File: src/sysclk_regs.svh
`ifndef SYSCLK_REGS_SVH
`define SYSCLK_REGS_SVH

// ==========================================================
// Register byte addresses
`define SYSCLK_CTRL_ADDR      12'h000
`define FAST_RC_CTRL_ADDR     12'h004
`define FAST_XTAL_CTRL_ADDR   12'h008
`define SLOW_XTAL_CTRL_ADDR   12'h00c
`define CPU_HALT_ADDR         12'h010
`define MODE_STATUS_ADDR      12'h014

// ==========================================================
// Field positions
`define SEL_MSB               7
`define SEL_LSB               5
`define FAST_SRC_BIT          3
`define SLOW_SRC_BIT          2
`define KEEP_FAST_BIT         1
`define KEEP_SLOW_BIT         0
`define FREQ_MSB              3
`define FREQ_LSB              2
`define STABLE_BIT            1
`define ENABLE_BIT            0
`define XTAL_RANGE_BIT        2

// ==========================================================
// Reset values
`define SYSCLK_CTRL_RST       8'h00
`define FAST_RC_CTRL_RST      8'h01
`define FAST_XTAL_CTRL_RST    8'h00
`define SLOW_XTAL_CTRL_RST    8'h00

// ==========================================================
// Field codes and timing
`define SEL_SUB_CODE          3'h7
`define CLK_PERIOD_NS         50
`define OSC_START_NS          1000
`define OSC_START_CYC         ((`OSC_START_NS + `CLK_PERIOD_NS - 1) / `CLK_PERIOD_NS)

`endif

File: src/sysclk_pkg.sv
package sysclk_pkg;

   typedef enum logic [2:0]
   {
      MODE_FAST  = 3'b000,
      MODE_SLOW  = 3'b001,
      MODE_SLEEP = 3'b010,
      MODE_IDLE_SLOW_ONLY_MODE = 3'b011,
      MODE_IDLE_BOTH_MODE = 3'b100,
      MODE_IDLE_FAST_ONLY_MODE = 3'b101
   } op_mode_t;

endpackage

File: src/sysclk_ctrl.sv
// The placing of the registers and the APB slave port were chosen for this implementation.
`timescale 1ns/1ps
`include "sysclk_regs.svh"

// Function
// Select codes 000-110 use fast clock path; 111 uses sub clock.
// Fast clock comes from external crystal or internal RC per fast select.
// Sub clock comes from slow crystal or slow RC per slow select.
// Fast mode divides fast clock by power of two, 1 to 64.
// On move to sub clock, fast oscillator stops unless its enable holds.
// Six modes: fast, slow, sleep, three idle variants.
// Fast mode: CPU on, fast, sub and slow RC clocks running.
// Slow mode: CPU runs from sub clock chosen by slow select.
// Halt with both keep bits low: sleep, slow RC only if watchdog.
// Halt, keep fast low, keep slow high: idle_slow_only_mode, fast clock stops.
// Halt with both keep bits high: idle_both_mode, both oscillators run.
// Halt, keep fast high, keep slow low: idle_fast_only_mode, sub clock stops.
// Four 8-bit control registers with the documented field layout.
// Idle_slow_only_mode keeps system clock only on sub code; idle_fast_only_mode only on fast codes.
// Codes 000-110 divide by 1,2,4,...,64; 111 selects sub clock.
// Fast select 0 picks internal RC, 1 picks external crystal.
// Slow crystal usable only after start-up delay following enable.
module sysclk_ctrl
   import sysclk_pkg::*;
#(
   parameter int START_CYC = `OSC_START_CYC
)
(
   // Clock and reset
   input  wire logic        CLK,
   input  wire logic        RST_N,
   // APB slave
   input  wire logic        PSEL,
   input  wire logic        PENABLE,
   input  wire logic        PWRITE,
   input  wire logic [11:0] PADDR,
   input  wire logic [31:0] PWDATA,
   output logic      [31:0] PRDATA,
   output logic             PREADY,
   output logic             PSLVERR,
   // Oscillator ticks and system inputs
   input  wire logic        EXT_FAST_CRYSTAL,
   input  wire logic        INT_FAST_RC,
   input  wire logic        EXT_SLOW_CRYSTAL,
   input  wire logic        INT_SLOW_RC,
   input  wire logic        WDT_EN,
   input  wire logic        WAKE,
   // Clock and status outputs
   output logic             FAST_CLOCK,
   output logic             SUB_CLOCK,
   output logic             SLOW_RC_CLOCK,
   output logic             SYS_CLOCK,
   output logic             CPU_RUN,
   output logic [2:0]       MODE
);

   // ==========================================================
   // Decode helpers
   function automatic logic is_sub(input logic [2:0] sel);
      return sel == `SEL_SUB_CODE;
   endfunction

   // Low bits of the tick counter that must all be set for one divided tick
   function automatic logic [5:0] div_mask(input logic [2:0] sel);
      return 6'((7'h01 << sel) - 7'h01);
   endfunction

   // ==========================================================
   // Register state
   logic [7:0] sysclk_q,  sysclk_d;
   logic [7:0] rcctl_q,   rcctl_d;
   logic [7:0] xfctl_q,   xfctl_d;
   logic [7:0] xsctl_q,   xsctl_d;
   logic [31:0] prdata_q, prdata_d;
   logic        slverr_d;
   op_mode_t    mode_q,   mode_d;

   logic [2:0] sel;
   logic       fast_src, slow_src, keep_fast, keep_slow;
   logic       rc_stable, xf_stable, xs_stable;
   logic       wr, rd, rd_setup, halt_wr;

   assign sel       = sysclk_q[`SEL_MSB:`SEL_LSB];
   assign fast_src  = sysclk_q[`FAST_SRC_BIT];
   assign slow_src  = sysclk_q[`SLOW_SRC_BIT];
   assign keep_fast = sysclk_q[`KEEP_FAST_BIT];
   assign keep_slow = sysclk_q[`KEEP_SLOW_BIT];

   assign wr      = PSEL && PENABLE && PWRITE;
   assign rd      = PSEL && PENABLE && !PWRITE;
   assign rd_setup = PSEL && !PENABLE && !PWRITE;
   assign halt_wr = wr && PADDR == `CPU_HALT_ADDR && PWDATA[0];

   // ==========================================================
   // Oscillator start-up timers
   osc_startup #(.START_CYC(START_CYC)) u_rc_start
   (
      .clk    (CLK),
      .rst_n  (RST_N),
      .enable (rcctl_q[`ENABLE_BIT]),
      .stable (rc_stable)
   );

   osc_startup #(.START_CYC(START_CYC)) u_xf_start
   (
      .clk    (CLK),
      .rst_n  (RST_N),
      .enable (xfctl_q[`ENABLE_BIT]),
      .stable (xf_stable)
   );

   osc_startup #(.START_CYC(START_CYC)) u_xs_start
   (
      .clk    (CLK),
      .rst_n  (RST_N),
      .enable (xsctl_q[`ENABLE_BIT]),
      .stable (xs_stable)
   );

   // ==========================================================
   // APB register file
   always_comb
   begin
      sysclk_d = sysclk_q;
      rcctl_d  = rcctl_q;
      xfctl_d  = xfctl_q;
      xsctl_d  = xsctl_q;
      prdata_d = prdata_q;
      slverr_d = 1'b0;
      if (wr)
      begin
         if (PADDR == `SYSCLK_CTRL_ADDR)
            sysclk_d = PWDATA[7:0] & 8'hef;
         else if (PADDR == `FAST_RC_CTRL_ADDR)
            rcctl_d = PWDATA[7:0] & 8'h0d;
         else if (PADDR == `FAST_XTAL_CTRL_ADDR)
            xfctl_d = PWDATA[7:0] & 8'h05;
         else if (PADDR == `SLOW_XTAL_CTRL_ADDR)
            xsctl_d = PWDATA[7:0] & 8'h01;
         else if (PADDR != `CPU_HALT_ADDR)
            slverr_d = 1'b1;
      end
      // Read data is captured in the setup cycle so it stands at the access edge
      if (rd_setup)
      begin
         if (PADDR == `SYSCLK_CTRL_ADDR)
            prdata_d = {24'h000000, sysclk_q};
         else if (PADDR == `FAST_RC_CTRL_ADDR)
            prdata_d = {24'h000000, rcctl_q[7:2], rc_stable, rcctl_q[0]};
         else if (PADDR == `FAST_XTAL_CTRL_ADDR)
            prdata_d = {24'h000000, xfctl_q[7:2], xf_stable, xfctl_q[0]};
         else if (PADDR == `SLOW_XTAL_CTRL_ADDR)
            prdata_d = {24'h000000, xsctl_q[7:2], xs_stable, xsctl_q[0]};
         else if (PADDR == `MODE_STATUS_ADDR)
            prdata_d = {29'h00000000, mode_q};
         else
            prdata_d = 32'h00000000;
      end
      if (rd)
      begin
         if (PADDR != `SYSCLK_CTRL_ADDR && PADDR != `FAST_RC_CTRL_ADDR
            && PADDR != `FAST_XTAL_CTRL_ADDR && PADDR != `SLOW_XTAL_CTRL_ADDR
            && PADDR != `MODE_STATUS_ADDR && PADDR != `CPU_HALT_ADDR)
            slverr_d = 1'b1;
      end
   end

   always_ff @(posedge CLK or negedge RST_N)
   begin
      if (!RST_N)
      begin
         sysclk_q <= `SYSCLK_CTRL_RST;
         rcctl_q  <= `FAST_RC_CTRL_RST;
         xfctl_q  <= `FAST_XTAL_CTRL_RST;
         xsctl_q  <= `SLOW_XTAL_CTRL_RST;
         prdata_q <= 32'h00000000;
      end
      else
      begin
         sysclk_q <= sysclk_d;
         rcctl_q  <= rcctl_d;
         xfctl_q  <= xfctl_d;
         xsctl_q  <= xsctl_d;
         prdata_q <= prdata_d;
      end
   end

   assign PREADY  = 1'b1;
   assign PRDATA  = prdata_q;
   assign PSLVERR = PSEL && PENABLE && slverr_d;

   // ==========================================================
   // Operating mode machine
   always_comb
   begin
      mode_d = mode_q;
      case (mode_q)
         MODE_FAST, MODE_SLOW:
         begin
            if (halt_wr)
            begin
               case ({keep_fast, keep_slow})
                  2'b00:   mode_d = MODE_SLEEP;
                  2'b01:   mode_d = MODE_IDLE_SLOW_ONLY_MODE;
                  2'b11:   mode_d = MODE_IDLE_BOTH_MODE;
                  default: mode_d = MODE_IDLE_FAST_ONLY_MODE;
               endcase
            end
            else
               mode_d = is_sub(sel) ? MODE_SLOW : MODE_FAST;
         end
         default:
         begin
            if (WAKE)
               mode_d = is_sub(sel) ? MODE_SLOW : MODE_FAST;
         end
      endcase
   end

   always_ff @(posedge CLK or negedge RST_N)
   begin
      if (!RST_N)
         mode_q <= MODE_FAST;
      else
         mode_q <= mode_d;
   end

   // ==========================================================
   // Fast clock source and divider
   logic       fast_raw;
   logic       fast_on;
   logic       sub_on;
   logic       sys_on;
   logic [5:0] div_q, div_d;
   logic       fast_div;

   assign fast_raw = fast_src ? EXT_FAST_CRYSTAL : INT_FAST_RC;   // see

   always_comb
   begin
      div_d = div_q;
      if (fast_on && fast_raw)
         div_d = div_q + 6'h01;
   end

   always_ff @(posedge CLK or negedge RST_N)
   begin
      if (!RST_N)
         div_q <= 6'h00;
      else
         div_q <= div_d;
   end

   // Tick at every 2^sel fast ticks
   always_comb
   begin
      fast_div = fast_raw && ((div_q & div_mask(sel)) == div_mask(sel));
   end

   // ==========================================================
   // Clock gating per mode
   always_comb
   begin
      fast_on = 1'b1;
      sub_on  = 1'b1;
      sys_on  = 1'b1;
      case (mode_q)
         MODE_FAST:  fast_on = 1'b1;
         MODE_SLOW:  fast_on = rcctl_q[`ENABLE_BIT] || xfctl_q[`ENABLE_BIT];
         MODE_SLEEP:
         begin
            fast_on = 1'b0;
            sub_on  = 1'b0;
            sys_on  = 1'b0;
         end
         MODE_IDLE_SLOW_ONLY_MODE:
         begin
            fast_on = 1'b0;
            sys_on  = is_sub(sel);
         end
         MODE_IDLE_BOTH_MODE: fast_on = 1'b1;
         MODE_IDLE_FAST_ONLY_MODE:
         begin
            sub_on = 1'b0;
            sys_on = !is_sub(sel);
         end
         default:    fast_on = 1'b1;
      endcase
   end

   logic sub_raw;
   assign sub_raw = slow_src ? (EXT_SLOW_CRYSTAL && xs_stable) : INT_SLOW_RC;   // see

   logic fast_clk_q, sub_clk_q, rc_clk_q, sys_clk_q;

   always_ff @(posedge CLK or negedge RST_N)
   begin
      if (!RST_N)
      begin
         fast_clk_q <= 1'b0;
         sub_clk_q  <= 1'b0;
         rc_clk_q   <= 1'b0;
         sys_clk_q  <= 1'b0;
      end
      else
      begin
         fast_clk_q <= fast_on && fast_raw;
         sub_clk_q  <= sub_on && sub_raw;
         rc_clk_q   <= (mode_q != MODE_SLEEP || WDT_EN) && INT_SLOW_RC;
         sys_clk_q  <= sys_on && (is_sub(sel) ? sub_raw : fast_on && fast_div);
      end
   end

   assign FAST_CLOCK    = fast_clk_q;
   assign SUB_CLOCK     = sub_clk_q;
   assign SLOW_RC_CLOCK = rc_clk_q;
   assign SYS_CLOCK     = sys_clk_q;
   assign CPU_RUN       = mode_q == MODE_FAST || mode_q == MODE_SLOW;
   assign MODE          = mode_q;

   // ==========================================================
   // Checks
   halt_sleep_a: assert property (@(posedge CLK) disable iff (!RST_N)
      CPU_RUN && halt_wr && !keep_fast && !keep_slow |=> mode_q == MODE_SLEEP)
      else $error("halt did not enter sleep");
   halt_idle_slow_only_mode_a: assert property (@(posedge CLK) disable iff (!RST_N)
      CPU_RUN && halt_wr && !keep_fast && keep_slow |=> mode_q == MODE_IDLE_SLOW_ONLY_MODE)
      else $error("halt did not enter idle_slow_only_mode");
   halt_idle_both_mode_a: assert property (@(posedge CLK) disable iff (!RST_N)
      CPU_RUN && halt_wr && keep_fast && keep_slow |=> mode_q == MODE_IDLE_BOTH_MODE)
      else $error("halt did not enter idle_both_mode");
   halt_idle_fast_only_mode_a: assert property (@(posedge CLK) disable iff (!RST_N)
      CPU_RUN && halt_wr && keep_fast && !keep_slow |=> mode_q == MODE_IDLE_FAST_ONLY_MODE)
      else $error("halt did not enter idle_fast_only_mode");
   slow_sel_a: assert property (@(posedge CLK) disable iff (!RST_N)
      CPU_RUN && !halt_wr |=> CPU_RUN && (mode_q == MODE_SLOW) == is_sub($past(sel)))
      else $error("run mode does not follow select");
   sleep_quiet_a: assert property (@(posedge CLK) disable iff (!RST_N)
      mode_q == MODE_SLEEP && !WDT_EN ##1 mode_q == MODE_SLEEP |-> !SLOW_RC_CLOCK && !SYS_CLOCK)
      else $error("clock running in sleep");
   idle_slow_only_mode_fast_a: assert property (@(posedge CLK) disable iff (!RST_N)
      mode_q == MODE_IDLE_SLOW_ONLY_MODE |=> !FAST_CLOCK)
      else $error("fast clock running in idle_slow_only_mode");
   idle_fast_only_mode_sub_a: assert property (@(posedge CLK) disable iff (!RST_N)
      mode_q == MODE_IDLE_FAST_ONLY_MODE |=> !SUB_CLOCK)
      else $error("sub clock running in idle_fast_only_mode");
   fast_pass_a: assert property (@(posedge CLK) disable iff (!RST_N)
      mode_q == MODE_FAST && !fast_src && INT_FAST_RC |=> FAST_CLOCK)
      else $error("fast clock blocked in fast mode");
   reserved_a: assert property (@(posedge CLK) disable iff (!RST_N)
      !sysclk_q[4] && xsctl_q[7:1] == 7'h00)
      else $error("reserved bit set");

endmodule

File: src/osc_startup.sv
`timescale 1ns/1ps
`include "sysclk_regs.svh"

// ==========================================================
// Start-up timer: stable flag rises a fixed count after enable
module osc_startup
   import sysclk_pkg::*;
#(
   parameter int START_CYC = `OSC_START_CYC
)
(
   // Clock and reset
   input  wire logic clk,
   input  wire logic rst_n,
   // Oscillator control
   input  wire logic enable,
   output logic      stable
);

   localparam int CW = $clog2(START_CYC + 1);

   // The stable flag must lag enable by at least two edges
   if (START_CYC < 2)
   begin : g_bad_start
      $error("START_CYC must be at least 2");
   end

   logic [CW-1:0] cnt_q;
   logic [CW-1:0] cnt_d;
   logic          stable_q;
   logic          stable_d;

   always_comb
   begin
      cnt_d    = cnt_q;
      stable_d = stable_q;
      if (!enable)
      begin
         cnt_d    = '0;
         stable_d = 1'b0;
      end
      else if (!stable_q)
      begin
         if (cnt_q == CW'(START_CYC - 1))
            stable_d = 1'b1;
         else
            cnt_d = cnt_q + CW'(1);
      end
   end

   always_ff @(posedge clk or negedge rst_n)
   begin
      if (!rst_n)
      begin
         cnt_q    <= '0;
         stable_q <= 1'b0;
      end
      else
      begin
         cnt_q    <= cnt_d;
         stable_q <= stable_d;
      end
   end

   assign stable = stable_q;

   start_wait_a: assert property (@(posedge clk) disable iff (!rst_n)
      $rose(enable) |-> !stable [*1] ##1 (!stable || !enable))
      else $error("oscillator reported stable too early");

endmodule

File: config.mk
export PLATFORM = sky130hd
export DESIGN_NAME = sysclk_ctrl
export DESIGN_NICKNAME = d
export VERILOG_FILES = /design/src/sysclk_pkg.sv /design/src/sysclk_ctrl.sv /design/src/osc_startup.sv
export VERILOG_INCLUDE_DIRS = /design/src
export SDC_FILE = /design/constraint.sdc
export NUM_CORES = 1
export LEC_CHECK = 0
export BUFFER_PORTS_ARGS = -buffer_cell sky130_fd_sc_hd__buf_2
export CELL_PAD_IN_SITES_DETAIL_PLACEMENT = 1
export CELL_PAD_IN_SITES_GLOBAL_PLACEMENT = 2
export CORE_ASPECT_RATIO = 1.4
export CORE_UTILIZATION = 31
export DETAILED_ROUTE_END_ITERATION = 7
export MAX_ROUTING_LAYER = met4
export PLACE_DENSITY_LB_ADDON = 0.3
export SKIP_CTS_REPAIR_TIMING = 1
export SLEW_MARGIN = 20
export SYNTH_ARGS = -nofsm -noshare
export SYNTH_HDL_FRONTEND = slang
export SYNTH_HIERARCHICAL = 1
export SYNTH_SLANG_ARGS = --single-unit
export TNS_END_PERCENT = 10
File: constraint.sdc
create_clock -name CLK -period 2.2 [get_ports CLK]
set_input_delay 0.66 -clock CLK [delete_from_list [all_inputs] [get_ports CLK]]
set_output_delay 0.66 -clock CLK [all_outputs]
set_load 0.005 [all_outputs]
==> results by group <==
Place
  – DPL Wire Length: 4970 um
  – RePlAce Congestion: 0.727
  – Post-Place Setup Slack: -0.0726 ns
  – Instance count after placement with tap cells included: 426
  – Port buffer count: 45

Die
  – Starting density of the core: 31.9%
  – Horizontal die dimension: 83.4 um
  – Die outline area: 9680 um^2
  – Top-level I/O count: 97
  – Overall die height: 116 um
  – Placeable core region: 9030 um^2
  – Row cnt: 41

Critical path
  – Depth of the worst register-to-register path: 4
  – Crit end category: output port
  – Kind of start point of the critical path: input pin
  – Critical Path, Cell by Cell: buf_6 -> nor4_4 -> o2111ai_2 -> and3_1 -> buf_2
  – Worst path arrival time: 1.53 ns
  – Gate family responsible for the most delay along the worst path: simple AND/OR/NAND/NOR gates
  – Crit-path max cell delay: 0.32 ns
  – Setup slack on the worst flop-to-flop path: 0.62 ns
  – Critical path origin: PADDR[8]
  – FF-to-FF Start: MODE[2]
  – Required time at the endpoint of the critical path: 1.54 ns
  – End of the worst register-to-register path: div_q[1]
  – Buffers and inverters on the worst path: 2
  – Highest-delay cell along the critical path: sky130_fd_sc_hd__nor4_4
  – Crit-path max FO: 2
  – Termination of the worst setup path: PSLVERR
  – Stages on worst setup path: 5
  – Category of the critical setup timing path: in2out

Cells and area
  – Syn-to-layout area delta: 19.0%
  – Final non-filler cell total: 434
  – Proportion of layout cells with a drive suffix above 1: 31.2%
  – Final-stage net count: 389
  – Inserted Diodes: 0
  – Fill count: 1030

Detailed routing
  – Via density per instance: 4.79
  – Number of DRC violations after detailed-routing iteration 0: 74
  – Vias: 2081
  – Antenna Nets Post-Route: 0
  – First-pass iteration count of the detailed router: 4
  – Remaining DRCs: 0
  – Drt total wl: 6620 um
  – Routed wire per std cell: 15.2 um

STA
  – Final Hold Viols: 0
  – Skew final: 0.00988 ns
  – Worst hold slack after final layout: 0.353 ns
  – Total negative setup slack: 0 ns
  – Crit share post-route: 99.3%
  – Worst Setup Slack, final: 0.0145 ns
  – RSZ-0062 raised after global routing: yes
  – Max Freq: 458 MHz
  – Time the worst path needs with I/O delays and setup: 2.19 ns
  – Final max-slew violation count: 0
  – Total setup violations reported at the end of the flow: 0

Synth
  – Average cell area after synthesis: 10.9 um^2
  – Post-synthesis register bit count: 51
  – Post-Synthesis Cell Area: 2880 um^2
  – Commonest register cell after synthesis: sky130_fd_sc_hd__dfrtp_1
  – Cells after Synth: 264
  – Xor and xnor fraction of the mapped netlist area: 3.35%
  – Post-synthesis compound-gate area fraction: 9.78%
  – Cell variety after synth: 52
  – Proportion of register bits with asynchronous set or reset after synthesis: 100%
  – Adder-Cell Fraction of Synth Area: 3.48%
  – Share of the synthesized area in the top cell type: 43.5%
  – Top cell type by total area after synthesis: sky130_fd_sc_hd__dfrtp_1
  – Proportion of synthesized chip area in sequential cells: 44.4%
  – Number of warnings printed during yosys synthesis: 6
  – Largest cells by area after synthesis: sky130_fd_sc_hd__dfrtp_1, sky130_fd_sc_hd__buf_4, sky130_fd_sc_hd__mux2_2, sky130_fd_sc_hd__mux2i_1, sky130_fd_sc_hd__ha_1
  – Largest family of logic cells by synthesized area: simple AND/OR/NAND/NOR gates
  – Number of synthesized flops with an enable pin: 0
  – Multiplexer share of the synthesized area: 9.69%
  – Basic-gate share of the synthesized area counting and, or, nand and nor cells: 20.2%

Clock network
  – H-tree depth: 2
  – Clock transition at path regs: 0.07 ns
  – Inserted Clock Buffers: 5
  – Buffer depth of the longest clock path: 2
  – Clock sink count: 51
  – Cell at the root of the clock tree: sky130_fd_sc_hd__clkbuf_16
  – CTS tree: yes
  – Worst skew pair latency: 0.29 ns

Global routing
  – Maximum number of pins on one net before global-route repair: 52
  – Remaining global-route overflow: 0
  – Wire length of the first global-routing pass: 11100 um
  – Via count of the first global-routing pass: 2195
  – Overall track demand over capacity in global routing: 14.9%
  – Number of antenna violations at the first check in global routing: 0

Pwr
  – PnR Total Power: 2.13 mW
  – Sequential group share of total power: 50.2%
  – Part of the power in the clock network: 38.5%
  – Switching Power: 0.529 mW
  – Switching Fraction: 24.9%
  – Design internal power: 1.60 mW
  – Power density of the placed cells: 621 nW/um^2
  – Worst vdd ir: 0.000414 V
  – Combinational fraction of design power: 11.2%
  – Leakage power: 1.66 nW

Outcome
  – Status: complete, no violations

Flow run
  – Max Cap Viol: 0

Worst hold path
  – Worst min-delay path category: in2async
[power groups by stage]
stage	clock network (mW)	logic, mW	registers, mW
after CTS	0.854	0.240	1.07
final	0.820	0.239	1.07
after global placement	0	0.232	1.08
after floorplan	0	0.171	1.07
after detailed placement	0	0.238	1.09
after global routing	0.886	0.271	1.08
[layer usage]
layer	wire, um	vias to the layer above	GRT usage, %
met5	0	-	-
met4	77	0	4.41
met3	194	5	2.64
met2	3620	42	27.4
met1	2730	1038	16.7
li1	-	996	-
[sequential cells by signal, summed over array words and instances, names as in the netlist, 2 cells and up]
name,count
u_rc_start/cnt_q,5
div_q,6
PRDATA,7
rcctl_q,3
MODE,3
sysclk_q,7
u_xs_start/cnt_q,5
xfctl_q,2
u_xf_start/cnt_q,5
[cell families (layout without fill, tap and decap cells)]
| logic type | after synthesis | in the layout |
|---|---|---|
| xor gates and xnor gates | 11 | 11 |
| other | 2 | 26 |
| AOI/OAI and AO/OA | 33 | 33 |
| DFF | 51 | 51 |
| and+or+nand+nor | 93 | 93 |
| buffers and inverters | 40 | 79 |
| adders and majority gates | 8 | 8 |
| muxes | 26 | 26 |
[cells in the final DEF, fill, tap and decap left out, drive strengths merged, types with 10 or more instances in the layout]
cell and instances:
mux2i 11, inv 10, dfrtp 50, mux2 15, conb 26, nand2 20, nor2 14, xnor2 10
buf 61
[worst min path at each step]
stage	from	endpoint	slack, ns	depth (start not counted)
after floorplan	RST_N	FAST_CLOCK	0.36	0
after global placement	div_q[5]	div_q[5]	0.46	1
after detailed placement	PRDATA[3]	PRDATA[3]	0.46	2
after CTS	RST_N	u_rc_start/cnt_q[2]	0.37	2
after global routing	RST_N	u_rc_start/cnt_q[2]	0.37	2
final	RST_N	PRDATA[0]	0.35	2
[per-stage QoR]
stage / cell area [um^2] / util, %
floorplan: 2970 / -
global placement: 3240 / 35.9
detailed placement: 3240 / 35.9
CTS: 3400 / 37.7
global route: 3430 / 37.9
finish: 3430 / 37.9
[layout make-up]
class,count,area [um^2],area share [%]
clock buffers,7,153,4.46
clock inverters,1,7.51,0.219
inverters,10,37.5,1.10
multi-input cells,197,1450,42.2
flip-flops and latches,51,1280,37.3
well taps,107,134,3.91
repair buffers,61,370,10.8
[synthesized netlist by cell type (8+ instances only)]
| library cell | count |
|---|---|
| sky130_fd_sc_hd__nand2b_1 | 8 |
| sky130_fd_sc_hd__nand4b_1 | 8 |
| sky130_fd_sc_hd__buf_4 | 26 |
| sky130_fd_sc_hd__ha_1 | 8 |
| sky130_fd_sc_hd__dfrtp_1 | 50 |
| sky130_fd_sc_hd__mux2i_1 | 11 |
| sky130_fd_sc_hd__nor2_1 | 14 |
| sky130_fd_sc_hd__xnor2_1 | 10 |
| sky130_fd_sc_hd__mux2_2 | 15 |
| sky130_fd_sc_hd__inv_1 | 10 |
| sky130_fd_sc_hd__nand2_1 | 20 |
[worst register-to-register path, cell delays in order (launching register included)]
cell                      delay [ns]
sky130_fd_sc_hd__dfrtp_1        0.47
sky130_fd_sc_hd__nor4b_1        0.48
sky130_fd_sc_hd__nor3b_2        0.09
sky130_fd_sc_hd__buf_4          0.18
sky130_fd_sc_hd__mux2_2         0.27
Note: power is estimated with default switching activity, not from simulation.
